$ cat src/pkg/lctr_consts.vh
`ifndef LCTR_CONSTS_VH
`define LCTR_CONSTS_VH
`define LCTR_IDX_CUTOFF     16'h8800
`define LCTR_IDX_NTX        16'hA011
`define LCTR_IDX_NRX        16'hA012
`define LCTR_IDX_LANEDIS    16'hA013
`define LCTR_IDX_HOST       16'hA014
`define LCTR_IDX_POWER      16'hA015
`define LCTR_IDX_SPOT1      16'hA016
`define LCTR_IDX_SPOT2      16'hA017
`define LCTR_IDX_SPOT3      16'hA018
`define LCTR_IDX_SOFTRST    16'hA010
`define LCTR_RST_NTX        16'h0200
`define LCTR_RST_NRX        16'h0200
`define LCTR_RST_ZERO16     16'h0000
`define LCTR_RST_CUTOFF     8'hFF
`define LCTR_RST_POWER      8'h00
`define LCTR_MASK_NTX       16'h7FEF
`define LCTR_MASK_NRX       16'hFFFF
`define LCTR_MASK_HOST      16'h74E0
`define LCTR_BIT_SOFTRST    15
`define LCTR_BIT_PRBS       14
`define LCTR_BIT_PAT_HI     13
`define LCTR_BIT_PAT_LO     12
`define LCTR_BIT_DESKEW     11
`define LCTR_BIT_LOCK       11
`define LCTR_BIT_LOOP       10
`define LCTR_BIT_FIFO_RST   10
`define LCTR_BIT_FIFO_AUTO  9
`define LCTR_BIT_PATH_RST   8
`define LCTR_BIT_MCLK_HI    7
`define LCTR_BIT_MCLK_LO    5
`define LCTR_BIT_RXFIFO_RST 4
`define LCTR_BIT_RATE_HI    3
`define LCTR_BIT_RATE_LO    1
`define LCTR_BIT_REFCLK     0
`define LCTR_BIT_ADVP       15
`define LCTR_BIT_HGEN       7
`define LCTR_BIT_HPAT_HI    6
`define LCTR_BIT_HPAT_LO    5
`define LCTR_RESP_OKAY      2'h0
`define LCTR_RESP_SLVERR    2'h2
`define LCTR_SOFTRST_CYC    4'h8
`endif

$ cat src/hdl/lctr_regs.v
// How it works
// RULE1: Host clears heaters at cutoff temperature.
// RULE2: Cutoff register is unsigned eight-bit Celsius.
// RULE3: Three independent heater spot drive outputs.
// RULE4: Set command applies power limit to spots.
// RULE5: Bit n set disables network lane n.
// RULE6: Transmit bit 14 enables pattern generator.
// RULE7: Two-bit field selects pattern length.
// RULE8: FIFO reset bits drive both transmit FIFOs.
// RULE9: Bit 8 resets its transmit or receive path.
// RULE10: Monitor clock field decodes divider and source.
// RULE11: Rate field selects one of four rates.
// RULE12: Bit 0 selects reference ratio sixteen/sixty-four.
// RULE13: Both network control registers reset to 0200h.
// RULE14: Receive bit 15 activates decision voltage function.
// RULE15: Receive bit 14 enables pattern checker.
// RULE16: Receive bit 11 locks monitor clock.
// RULE17: Receive bit 10 enables network loopback.
// RULE18: Receive auto FIFO reset, forced FIFO reset.
// RULE19: Host bit 14 enables host checker.
// RULE20: Host bit 10 enables host loopback.
// RULE21: Host bit 7 enables host generator.
// RULE22: Reserved bits read zero, ignore writes.
// RULE23: Soft reset self-clears, ORs pin, ignores zero.
//
// The AXI4-Lite interface to the registers was decided locally.
`timescale 1ns/1ps
`include "lctr_consts.vh"
module lctr_regs #(
  parameter AW = 18
) (
  // Clock, reset, enable
  input  wire          aclk,
  input  wire          aresetn,
  input  wire          clk_en,
  // Pins
  input  wire          module_reset_pin_n,
  // AXI4-Lite write
  input  wire [AW-1:0] s_axi_awaddr,
  input  wire          s_axi_awvalid,
  output reg           s_axi_awready,
  input  wire [31:0]   s_axi_wdata,
  input  wire [3:0]    s_axi_wstrb,
  input  wire          s_axi_wvalid,
  output reg           s_axi_wready,
  output reg  [1:0]    s_axi_bresp,
  output reg           s_axi_bvalid,
  input  wire          s_axi_bready,
  // AXI4-Lite read
  input  wire [AW-1:0] s_axi_araddr,
  input  wire          s_axi_arvalid,
  output reg           s_axi_arready,
  output reg  [31:0]   s_axi_rdata,
  output reg  [1:0]    s_axi_rresp,
  output reg           s_axi_rvalid,
  input  wire          s_axi_rready,
  // Lane controls
  output reg  [15:0]   lane_transmit_disable,
  output reg           tx_prbs_gen_en,
  output reg  [1:0]    tx_prbs_pattern,
  output reg           tx_deskew_disable,
  output reg           tx_fifo_reset_host,
  output reg           tx_fifo_reset_net,
  output reg           tx_fifo_auto_host,
  output reg           tx_fifo_auto_net,
  output reg           tx_path_reset,
  output reg           tx_mclk_en,
  output reg           tx_mclk_host_src,
  output reg  [6:0]    tx_mclk_div,
  output reg  [1:0]    tx_rate_sel,
  output reg           tx_refclk_div64,
  output reg           rx_advp_active,
  output reg           rx_prbs_chk_en,
  output reg  [1:0]    rx_prbs_pattern,
  output reg           rx_mclk_lock_ref,
  output reg           net_loopback_en,
  output reg           rx_fifo_auto,
  output reg           rx_path_reset,
  output reg           rx_mclk_en,
  output reg           rx_mclk_host_src,
  output reg  [6:0]    rx_mclk_div,
  output reg           rx_fifo_reset,
  output reg  [1:0]    rx_rate_sel,
  output reg           rx_refclk_div64,
  output reg           host_prbs_chk_en,
  output reg  [1:0]    host_chk_pattern,
  output reg           host_loopback_en,
  output reg           host_prbs_gen_en,
  output reg  [1:0]    host_gen_pattern,
  // Thermal, power and module reset
  output reg  [7:0]    cutoff_temp,
  output reg  [7:0]    spot_drive_1,
  output reg  [7:0]    spot_drive_2,
  output reg  [7:0]    spot_drive_3,
  output reg           module_reset
);

  reg [15:0] network_transmit_control;
  reg [15:0] network_receive_control;
  reg [15:0] per_lane_transmit_disable;
  reg [15:0] host_lane_control;
  reg [7:0]  thermal_cutoff_temperature;
  reg [7:0]  max_power;
  reg [7:0]  spot_value_1;
  reg [7:0]  spot_value_2;
  reg [7:0]  spot_value_3;
  reg [3:0]  softrst_cnt;
  reg        pin_meta;
  reg        pin_sync;
  reg        aw_held;
  reg        w_held;
  reg [AW-1:0] aw_addr;
  reg [31:0] w_data;
  reg [3:0]  w_strb;
  reg [15:0] rd_word;
  reg        rd_hit;
  reg        wr_hit;
  reg [15:0] wr_idx;
  reg [15:0] rd_idx;
  reg [15:0] wmask;

  wire do_write = aw_held && w_held && !s_axi_bvalid;
  wire do_read  = s_axi_arvalid && s_axi_arready;

  // Byte lanes 2 and 3 fall above the 16-bit registers and are ignored.
  always @* begin
    wmask  = {{8{w_strb[1]}}, {8{w_strb[0]}}};
    wr_idx = aw_addr[AW-1:2];
    rd_idx = s_axi_araddr[AW-1:2];
    wr_hit = (wr_idx == `LCTR_IDX_CUTOFF) || (wr_idx == `LCTR_IDX_NTX) ||
             (wr_idx == `LCTR_IDX_NRX) || (wr_idx == `LCTR_IDX_LANEDIS) ||
             (wr_idx == `LCTR_IDX_HOST) || (wr_idx == `LCTR_IDX_POWER) ||
             (wr_idx == `LCTR_IDX_SPOT1) || (wr_idx == `LCTR_IDX_SPOT2) ||
             (wr_idx == `LCTR_IDX_SPOT3) || (wr_idx == `LCTR_IDX_SOFTRST);
    rd_hit = 1'b1;
    rd_word = `LCTR_RST_ZERO16;
    case (rd_idx)
      `LCTR_IDX_CUTOFF:  rd_word = {8'h00, thermal_cutoff_temperature}; // [RULE2]
      `LCTR_IDX_NTX:     rd_word = network_transmit_control;
      `LCTR_IDX_NRX:     rd_word = network_receive_control;
      `LCTR_IDX_LANEDIS: rd_word = per_lane_transmit_disable;
      `LCTR_IDX_HOST:    rd_word = host_lane_control;
      `LCTR_IDX_POWER:   rd_word = {8'h00, max_power};
      `LCTR_IDX_SPOT1:   rd_word = {8'h00, spot_drive_1};
      `LCTR_IDX_SPOT2:   rd_word = {8'h00, spot_drive_2};
      `LCTR_IDX_SPOT3:   rd_word = {8'h00, spot_drive_3};
      `LCTR_IDX_SOFTRST: rd_word = {module_reset, 15'h0000};
      default:           rd_hit = 1'b0;
    endcase
  end

  // Caps one spot value at the programmed power limit.
  function [7:0] lctr_cap;
    input [7:0] val;
    input [7:0] lim;
    begin
      lctr_cap = (val > lim) ? lim : val;
    end
  endfunction

  // Pin synchroniser.
  always @(posedge aclk) begin
    if (!aresetn) begin
      pin_meta <= 1'b1;
      pin_sync <= 1'b1;
    end else if (clk_en) begin
      pin_meta <= module_reset_pin_n;
      pin_sync <= pin_meta;
    end
  end

  // AXI4-Lite slave: write address and data accepted in either order.
  always @(posedge aclk) begin
    if (!aresetn) begin
      s_axi_awready <= 1'b0;
      s_axi_wready  <= 1'b0;
      s_axi_bvalid  <= 1'b0;
      s_axi_bresp   <= `LCTR_RESP_OKAY;
      s_axi_arready <= 1'b0;
      s_axi_rvalid  <= 1'b0;
      s_axi_rresp   <= `LCTR_RESP_OKAY;
      s_axi_rdata   <= 32'h00000000;
      aw_held       <= 1'b0;
      w_held        <= 1'b0;
      aw_addr       <= {AW{1'b0}};
      w_data        <= 32'h00000000;
      w_strb        <= 4'h0;
    end else if (clk_en) begin
      s_axi_awready <= !aw_held && !s_axi_awready && s_axi_awvalid;
      s_axi_wready  <= !w_held && !s_axi_wready && s_axi_wvalid;
      if (s_axi_awvalid && s_axi_awready) begin
        aw_held <= 1'b1;
        aw_addr <= s_axi_awaddr;
      end
      if (s_axi_wvalid && s_axi_wready) begin
        w_held <= 1'b1;
        w_data <= s_axi_wdata;
        w_strb <= s_axi_wstrb;
      end
      if (do_write) begin
        s_axi_bvalid <= 1'b1;
        s_axi_bresp  <= wr_hit ? `LCTR_RESP_OKAY : `LCTR_RESP_SLVERR;
        aw_held      <= 1'b0;
        w_held       <= 1'b0;
      end else if (s_axi_bvalid && s_axi_bready) begin
        s_axi_bvalid <= 1'b0;
      end
      s_axi_arready <= !s_axi_arready && !s_axi_rvalid && s_axi_arvalid;
      if (do_read) begin
        s_axi_rvalid <= 1'b1;
        s_axi_rdata  <= {16'h0000, rd_word};
        s_axi_rresp  <= rd_hit ? `LCTR_RESP_OKAY : `LCTR_RESP_SLVERR;
      end else if (s_axi_rvalid && s_axi_rready) begin
        s_axi_rvalid <= 1'b0;
      end
    end
  end

  // Register file.
  always @(posedge aclk) begin
    if (!aresetn) begin
      network_transmit_control   <= `LCTR_RST_NTX; // [RULE13]
      network_receive_control    <= `LCTR_RST_NRX; // [RULE13]
      per_lane_transmit_disable  <= `LCTR_RST_ZERO16;
      host_lane_control          <= `LCTR_RST_ZERO16;
      thermal_cutoff_temperature <= `LCTR_RST_CUTOFF;
      max_power                  <= `LCTR_RST_POWER;
      spot_value_1               <= 8'h00;
      spot_value_2               <= 8'h00;
      spot_value_3               <= 8'h00;
      softrst_cnt                <= 4'h0;
    end else if (clk_en) begin
      if (softrst_cnt != 4'h0) begin
        softrst_cnt <= softrst_cnt - 4'h1; // [RULE23]
      end
      if (do_write) begin
        case (wr_idx)
          `LCTR_IDX_NTX:
            network_transmit_control <= (network_transmit_control & ~(wmask &
              `LCTR_MASK_NTX)) | (w_data[15:0] & wmask & `LCTR_MASK_NTX); // [RULE22]
          `LCTR_IDX_NRX:
            network_receive_control <= (network_receive_control & ~wmask) |
              (w_data[15:0] & wmask & `LCTR_MASK_NRX);
          `LCTR_IDX_LANEDIS:
            per_lane_transmit_disable <= (per_lane_transmit_disable & ~wmask) |
              (w_data[15:0] & wmask);
          `LCTR_IDX_HOST:
            host_lane_control <= (host_lane_control & ~(wmask & `LCTR_MASK_HOST)) |
              (w_data[15:0] & wmask & `LCTR_MASK_HOST); // [RULE22]
          `LCTR_IDX_CUTOFF:
            if (w_strb[0]) thermal_cutoff_temperature <= w_data[7:0]; // [RULE2]
          `LCTR_IDX_POWER:
            if (w_strb[0]) begin
              max_power <= w_data[7:0]; // [RULE4]
            end
          `LCTR_IDX_SPOT1:
            if (w_strb[0]) spot_value_1 <= w_data[7:0]; // [RULE3]
          `LCTR_IDX_SPOT2:
            if (w_strb[0]) spot_value_2 <= w_data[7:0]; // [RULE3]
          `LCTR_IDX_SPOT3:
            if (w_strb[0]) spot_value_3 <= w_data[7:0]; // [RULE3]
          `LCTR_IDX_SOFTRST:
            if (w_strb[1] && w_data[`LCTR_BIT_SOFTRST]) begin
              softrst_cnt <= `LCTR_SOFTRST_CYC; // [RULE23]
            end
          default: begin
          end
        endcase
      end
    end
  end

  // Output decode. The host cools the module by writing zero spots itself.
  always @(posedge aclk) begin
    if (!aresetn) begin
      lane_transmit_disable <= 16'h0000;
      tx_prbs_gen_en     <= 1'b0;
      tx_prbs_pattern    <= 2'h0;
      tx_deskew_disable  <= 1'b0;
      tx_fifo_reset_host <= 1'b0;
      tx_fifo_reset_net  <= 1'b0;
      tx_fifo_auto_host  <= 1'b1;
      tx_fifo_auto_net   <= 1'b1;
      tx_path_reset      <= 1'b0;
      tx_mclk_en         <= 1'b0;
      tx_mclk_host_src   <= 1'b0;
      tx_mclk_div        <= 7'h00;
      tx_rate_sel        <= 2'h0;
      tx_refclk_div64    <= 1'b0;
      rx_advp_active     <= 1'b0;
      rx_prbs_chk_en     <= 1'b0;
      rx_prbs_pattern    <= 2'h0;
      rx_mclk_lock_ref   <= 1'b0;
      net_loopback_en    <= 1'b0;
      rx_fifo_auto       <= 1'b1;
      rx_path_reset      <= 1'b0;
      rx_mclk_en         <= 1'b0;
      rx_mclk_host_src   <= 1'b0;
      rx_mclk_div        <= 7'h00;
      rx_fifo_reset      <= 1'b0;
      rx_rate_sel        <= 2'h0;
      rx_refclk_div64    <= 1'b0;
      host_prbs_chk_en   <= 1'b0;
      host_chk_pattern   <= 2'h0;
      host_loopback_en   <= 1'b0;
      host_prbs_gen_en   <= 1'b0;
      host_gen_pattern   <= 2'h0;
      cutoff_temp        <= `LCTR_RST_CUTOFF;
      spot_drive_1       <= 8'h00;
      spot_drive_2       <= 8'h00;
      spot_drive_3       <= 8'h00;
      module_reset       <= 1'b1;
    end else if (clk_en) begin
      lane_transmit_disable <= per_lane_transmit_disable; // [RULE5]
      tx_prbs_gen_en     <= network_transmit_control[`LCTR_BIT_PRBS]; // [RULE6]
      tx_prbs_pattern    <= network_transmit_control[`LCTR_BIT_PAT_HI:`LCTR_BIT_PAT_LO]; // [RULE7]
      tx_deskew_disable  <= network_transmit_control[`LCTR_BIT_DESKEW];
      tx_fifo_reset_host <= network_transmit_control[`LCTR_BIT_FIFO_RST]; // [RULE8]
      tx_fifo_reset_net  <= network_transmit_control[`LCTR_BIT_FIFO_RST]; // [RULE8]
      tx_fifo_auto_host  <= network_transmit_control[`LCTR_BIT_FIFO_AUTO]; // [RULE8]
      tx_fifo_auto_net   <= network_transmit_control[`LCTR_BIT_FIFO_AUTO]; // [RULE8]
      tx_path_reset      <= network_transmit_control[`LCTR_BIT_PATH_RST]; // [RULE9]
      {tx_mclk_en, tx_mclk_host_src, tx_mclk_div} <=
        mclk_dec(network_transmit_control[`LCTR_BIT_MCLK_HI:`LCTR_BIT_MCLK_LO]); // [RULE10]
      tx_rate_sel        <= rate_dec(network_transmit_control[`LCTR_BIT_RATE_HI:`LCTR_BIT_RATE_LO]); // [RULE11]
      tx_refclk_div64    <= network_transmit_control[`LCTR_BIT_REFCLK]; // [RULE12]
      rx_advp_active     <= network_receive_control[`LCTR_BIT_ADVP]; // [RULE14]
      rx_prbs_chk_en     <= network_receive_control[`LCTR_BIT_PRBS]; // [RULE15]
      rx_prbs_pattern    <= network_receive_control[`LCTR_BIT_PAT_HI:`LCTR_BIT_PAT_LO]; // [RULE7]
      rx_mclk_lock_ref   <= network_receive_control[`LCTR_BIT_LOCK]; // [RULE16]
      net_loopback_en    <= network_receive_control[`LCTR_BIT_LOOP]; // [RULE17]
      rx_fifo_auto       <= network_receive_control[`LCTR_BIT_FIFO_AUTO]; // [RULE18]
      rx_path_reset      <= network_receive_control[`LCTR_BIT_PATH_RST]; // [RULE9]
      {rx_mclk_en, rx_mclk_host_src, rx_mclk_div} <=
        mclk_dec(network_receive_control[`LCTR_BIT_MCLK_HI:`LCTR_BIT_MCLK_LO]); // [RULE10]
      rx_fifo_reset      <= network_receive_control[`LCTR_BIT_RXFIFO_RST]; // [RULE18]
      rx_rate_sel        <= rate_dec(network_receive_control[`LCTR_BIT_RATE_HI:`LCTR_BIT_RATE_LO]); // [RULE11]
      rx_refclk_div64    <= network_receive_control[`LCTR_BIT_REFCLK]; // [RULE12]
      host_prbs_chk_en   <= host_lane_control[`LCTR_BIT_PRBS]; // [RULE19]
      host_chk_pattern   <= host_lane_control[`LCTR_BIT_PAT_HI:`LCTR_BIT_PAT_LO]; // [RULE19]
      host_loopback_en   <= host_lane_control[`LCTR_BIT_LOOP]; // [RULE20]
      host_prbs_gen_en   <= host_lane_control[`LCTR_BIT_HGEN]; // [RULE21]
      host_gen_pattern   <= host_lane_control[`LCTR_BIT_HPAT_HI:`LCTR_BIT_HPAT_LO]; // [RULE21]
      cutoff_temp        <= thermal_cutoff_temperature;
      // Spots follow the limit continuously, so a lowered limit bites at once.
      spot_drive_1       <= lctr_cap(spot_value_1, max_power); // [RULE4]
      spot_drive_2       <= lctr_cap(spot_value_2, max_power); // [RULE4]
      spot_drive_3       <= lctr_cap(spot_value_3, max_power); // [RULE4]
      module_reset       <= !pin_sync || (softrst_cnt != 4'h0); // [RULE23]
    end
  end

  // Monitor clock: {enable, host source, divider}; reserved codes stay disabled.
  function [8:0] mclk_dec;
    input [2:0] code;
    begin
      case (code)
        3'h2:    mclk_dec = {1'b1, 1'b0, 7'h08};
        3'h4:    mclk_dec = {1'b1, 1'b0, 7'h40};
        3'h5:    mclk_dec = {1'b1, 1'b1, 7'h40};
        3'h6:    mclk_dec = {1'b1, 1'b0, 7'h10};
        3'h7:    mclk_dec = {1'b1, 1'b1, 7'h10};
        default: mclk_dec = {1'b0, 1'b0, 7'h00};
      endcase
    end
  endfunction

  // Reserved rate codes fall back to the Ethernet rate.
  function [1:0] rate_dec;
    input [2:0] code;
    begin
      rate_dec = code[2] ? 2'h0 : code[1:0];
    end
  endfunction

endmodule

$ cat config.mk
export PLATFORM = sky130hd
export DESIGN_NAME = lctr_regs
export DESIGN_NICKNAME = d
export VERILOG_FILES = /design/src/hdl/lctr_regs.v
export VERILOG_INCLUDE_DIRS = /design/src /design/src/pkg
export SDC_FILE = /design/constraint.sdc
export NUM_CORES = 1
export LEC_CHECK = 0
export ABC_AREA = 1
export BUFFER_PORTS_ARGS = -buffer_cell sky130_fd_sc_hd__buf_2
export CAP_MARGIN = 10
export CORE_MARGIN = 3
export CORE_UTILIZATION = 45
export DETAILED_ROUTE_END_ITERATION = 7
export GPL_TIMING_DRIVEN = 0
export PLACE_DENSITY = 0.7
export SLEW_MARGIN = 0
export SYNTH_ARGS = -nofsm -noshare
export SYNTH_HDL_FRONTEND = slang
export SYNTH_SLANG_ARGS = --single-unit
$ cat constraint.sdc
create_clock -name aclk -period 1.95 [get_ports aclk]
set_clock_uncertainty 0.2 [all_clocks]
set_input_delay 0.0975 -clock aclk [delete_from_list [all_inputs] [get_ports aclk]]
set_output_delay 0.0975 -clock aclk [all_outputs]
set_load 0.1 [all_outputs]
Word-level counts from Yosys, hierarchy flattened
Index checks and enable logic that the tools add are counted.
{"block": "word_totals", "elab_cells": 184, "in_bits": 81, "reg_bits": 269, "out_inout_bits": 139}
{"block": "classes", "n_addsub": 1, "magnitude_cmp": 3, "reduce_logical": 55, "eq_ne": 30, "n_mux": 23, "bitwise_logic": 12}
{"op": "$eq A16 B16 Y1 const B", "n": 20}
{"op": "$pmux W16 S10", "n": 1}
{"op": "$pmux W9 S5", "n": 2}
{"op": "$and A16 B16 Y16", "n": 5}
{"op": "$not A15 Y16", "n": 2}
{"op": "$or A16 B15 Y16", "n": 2}
{"op": "$or A16 B16 Y16", "n": 2}
{"op": "$eq A3 B3 Y1 const B", "n": 8}
{"op": "$gt A8 B8 Y1", "n": 3}
{"op": "$mux W8", "n": 3}
{"op": "$reduce_and A4 Y1", "n": 5}
{"op": "$mux W4", "n": 4}
{"op": "$not A16 Y16", "n": 1}
{"op": "$reduce_and A2 Y1", "n": 8}
{"op": "$logic_and A1 B1 Y1", "n": 14}
{"op": "$reduce_and A3 Y1", "n": 4}
{"op": "$logic_or A1 B1 Y1", "n": 10}
{"op": "$reduce_or A10 Y1", "n": 1}
{"op": "$mux W1", "n": 9}
{"op": "$logic_not A1 Y1", "n": 8}
{"op": "$mux W2", "n": 4}
{"op": "$reduce_bool A2 Y1", "n": 4}
{"op": "$eq A3 B2 Y1 const B", "n": 2}
{"op": "$reduce_bool A4 Y1", "n": 1}
{"op": "$sub A4 B1 Y4 const B", "n": 1}

Longest topological paths before layout
{"block": "logic_depth", "depth_word": 11, "depth_mapped": 12, "mapped_depth_nobuf": 11}

Worst setup path before layout
Ideal clock, no wire load.
{"block": "synth_timing", "path_kind": "register -> register", "from": "reg s_axi_arready", "to": "reg s_axi_rdata[3]", "slack_ps": -366, "path_stages_with_launch": 6, "t_arrival_ps": 2046, "path_buffers": 1, "period_less_slack_ps": 2316, "setup_ps": 70, "required_time_ps": 1680, "path_cell_list": "dfxtp_1 nand3_1 inv_2 clkbuf_1 nand2_1 a21oi_1"}
{"block": "synth_via", "elab_chain_cells": 2}
{"item": "start, declared", "line": "lctr_regs.v:52", "source": "output reg s_axi_arready,"}
{"item": "start signal, assigned", "line": "lctr_regs.v:208", "source": "s_axi_arready <= !s_axi_arready && !s_axi_rvalid && s_axi_arvalid;"}
{"item": "$logic_and A1 B1 Y1", "line": "lctr_regs.v:123", "source": "wire do_read = s_axi_arvalid && s_axi_arready;"}
{"item": "$reduce_and A2 Y1 (no line)"}
{"item": "end signal, assigned", "line": "lctr_regs.v:211", "source": "s_axi_rdata <= {16'h0000, rd_word};"}
{"item": "end, declared", "line": "lctr_regs.v:53", "source": "output reg [31:0] s_axi_rdata,"}
Every way passes these cells.
A chain may end at the register's enable or synchronous reset.

Worst setup path after layout
{"block": "layout_timing", "from": "reg max_power[2]", "to": "reg spot_drive_2[0]"}
{"block": "layout_via", "elab_chain_cells": 2}
{"item": "start, declared", "line": "lctr_regs.v:103", "source": "reg [7:0] max_power;"}
{"item": "start signal, assigned", "line": "lctr_regs.v:227", "source": "max_power <= `LCTR_RST_POWER;"}
{"item": "start signal, assigned", "line": "lctr_regs.v:254", "source": "max_power <= w_data[7:0];"}
{"item": "$gt A8 B8 Y1", "line": "lctr_regs.v:157", "source": "lctr_cap = (val > lim) ? lim : val;"}
{"item": "$mux W8", "line": "lctr_regs.v:157"}
{"item": "end signal, assigned", "line": "lctr_regs.v:347", "source": "spot_drive_2 <= lctr_cap(spot_value_2, max_power);"}
{"item": "end, declared", "line": "lctr_regs.v:93", "source": "output reg [7:0] spot_drive_2,"}
Every way passes these cells.

==> impl_metrics.tcl <==
set metrics [dict create \
    clk-insertion-delay-late_ps 550 \
    max_stage_delay_ps 360 \
    fin_ws_ps -218 \
    clk_pin_slew_ps 70 \
    first_iter_violations 1154 \
    synth_xor_area_frac 0.000799 \
    synthToLayoutAreaGrowth_pct 34.2 \
    cp_top_family "simple AND/OR/NAND/NOR gates" \
    synthTopCellsByCount "246 x dfxtp_1, 236 x nand2_1, 198 x a21oi_1" \
    status "complete, but fails checks" \
    post_synth_fa_ha_maj_area_fraction 0.0285 \
    syn_inst 1511 \
    fmax_ghz 0.461 \
    grt_max_degree 15 \
    seq_area_frac_synth 0.449 \
    synth_area_leader_cell "dfxtp_1" \
    clock-sinks 246 \
    critPathKind "reg -> reg" \
    vias 11722 \
    drive_gt1_frac 0.237 \
    nets 1930 \
    place_congestion 0.977 \
    synthArstFlopShare 0 \
    dieHeight_um 162 \
    rows 56 \
    yosys_warnings 0 \
    firstDrtPassIters 6 \
    hold_class "in -> reg" \
    rsz0062_at_grt "true" \
    grt-ovfl-total 0 \
    drv_slew 0 \
    powerDensity_mw_per_mm2 849 \
    synth.cell_area_mm2 0.0110 \
    die_w_um 162 \
    grt_pass1_vias 10916 \
    fill_cells 2158 \
    critPathSlowestCell "ha_4" \
    coreArea_mm2 0.0237 \
    ys_types 32 \
    tightest_slew_ps 984 \
    synthMuxAreaShare 0 \
    drt-total-wl_um 40000 \
    hold_violations 0 \
    critPathBufInv 2 \
    end_kind "flop" \
    dieArea_mm2 0.0263 \
    ys.flop_type "dfxtp_1" \
    ys_seq_elements 246 \
    post-route-period-util 1.11 \
    yosys-top-cells-area "dfxtp_1 45%, a21oi_1 9.0%, nand2_1 8.1%, o21ai_0 7.9%, nand3_1 6.8%" \
    synth_top_family_by_area "simple AND/OR/NAND/NOR gates" \
    synth_top_area_frac 0.449 \
    cp_max_fo 7 \
    setup_violations 24 \
    drv_cap 0 \
    root_buffer "clkbuf_16" \
    worstPathArrival_ps 2360 \
    path_cells "clkinvlp_4, ha_4, nand2_2, o21ai_1, nand2_1, nand2_4, buf_6, nand3_1, nand3_2, a21oi_2" \
    h-tree-depth 1 \
    syn_avg_cell_area_um2 7.26 \
    yosysMostFrequentCell "dfxtp_1" \
    violations "setup timing" \
    cts_made_buffers 27 \
    cts_buffer_depth 3 \
    ant_nets 0 \
    grt_use_total 0.288 \
    ir_worst_vdd_uv 564 \
    leakage_nw 6.32 \
    grt_pass1_wl_um 59800 \
    finalHoldWorstSlack_ps 11.8 \
    antenna_found_initial 1 \
    cts_tree "yes" \
    critPathLaunchType "flop" \
    viasPerCell 5.41 \
    synth_edf_count 0 \
    io_buffers 169 \
    required_ps 2150 \
    start_util 0.463 \
    post-dp-hpwl_um 28400 \
    relSlewSlack 0.344 \
    pre_cts_slack_ps -592 \
    power.total_w 0.0125 \
    post-route-min-period_ps 2170 \
    synth_simple_gate_area_frac 0.225 \
    wl_per_cell_um 18.5 \
    synth_compound_area_frac 0.188 \
    drc 0 \
    io_pins 220 \
]
==> through the flow <==
stage / cells / utilization / setup TNS, ps / cell area [µm²]
4_1_cts: 2149 / 0.605 / -1410 / 14300
3_3_place_gp: 2024 / 0.520 / -34890 / 12300
2_1_floorplan: 1536 / - / 0 / 11100
5_1_grt: 2165 / 0.621 / -5720 / 14700
3_5_place_dp: 2024 / 0.520 / -37870 / 12300
6_report: 2165 / 0.621 / -3920 / 14700
==> cells in the final DEF, fill, tap and decap left out, types with 4 or more instances in the layout <==
master,count
dfxtp_1,236
inv_1,164
inv_2,12
conb_1,26
a21oi_1,187
nand4_4,4
buf_6,10
bufinv_16,4
nor2_1,118
nand3_4,5
o22ai_1,4
nand3_1,129
clkinv_2,4
nand2_2,23
clkbuf_16,27
nor2_4,11
nor3_1,4
ha_1,20
nor3_2,4
nand2_4,7
o21ai_0,147
ha_4,5
buf_4,66
dfxtp_2,10
clkbuf_1,50
clkbuf_8,9
nor2_2,8
clkinvlp_4,5
o211ai_1,15
nand4_1,13
o21ai_1,23
o21a_1,4
buf_2,179
dlygate4sd3_1,47
nand3_2,18
a21oi_2,11
nand2_1,213
==> layout make-up <==
class,instances,area (µm²),area share
multi-input combinational,1014,5480,0.372
sequential,246,4940,0.336
timing repair buffer,259,1680,0.114
clock buffer,37,803,0.0546
inverter,180,689,0.0469
buffer,96,529,0.0360
tap,319,399,0.0271
clock inverter,13,193,0.0131
antenna,1,2.50,0.000170
==> power by group <==
group	total [W]	switching, W	internal, W
clock network	0.00561	0.00218	0.00343
logic	0.00161	0.00123	0.000375
registers	0.00527	0.000118	0.00515
==> per-layer routing <==
layer  vias up  global-route usage  wire [µm]
met1      5413               0.392      16700
met4         0               0.124       1700
met3       104              0.0490       4100
met5         -                   0          0
li1       5578                   -          -
met2       627               0.451      17500
==> what timing repair did <==
| action | 4_1_cts | 5_1_grt |
|---|---|---|
| pin swaps | 43 | 31 |
| endpoints found under the hold margin | 44 | 0 |
| setup endpoints to repair | 54 | 121 |
| gates cloned | 3 | 2 |
| hold buffers | 48 | 0 |
| buffers inserted | 24 | 17 |
| gates resized for setup | 85 | 88 |
==> cells by family after synthesis <==
kind of cell | count (synthesis)
buf+inv | 279
compound gates | 398
xor+xnor | 1
simple gates | 561
other cells | 1
flops | 246
fa+ha+maj | 25
==> tightest hold or removal path, cell delays in order <==
cell and delay (ps):
clkbuf_1 250, nand2_1 140, a21oi_1 40, nand3_1 50, nor2_1 40, nand2_1 50
nand2_1 50
==> path summary, 6_finish.rpt <==
path | cells after the start | slack, ps | startpoint | to
worst max register to register | 10 | -220 | max_power[2] | spot_drive_2[0]
worst min register to register | 2 | 250 | cutoff_temp[1] | cutoff_temp[1]
worst max-delay path | 10 | -220 | max_power[2] | spot_drive_2[0]
worst min-delay path | 7 | 10 | aresetn | s_axi_bresp[1]
Note: power is estimated with default switching activity, not from simulation.
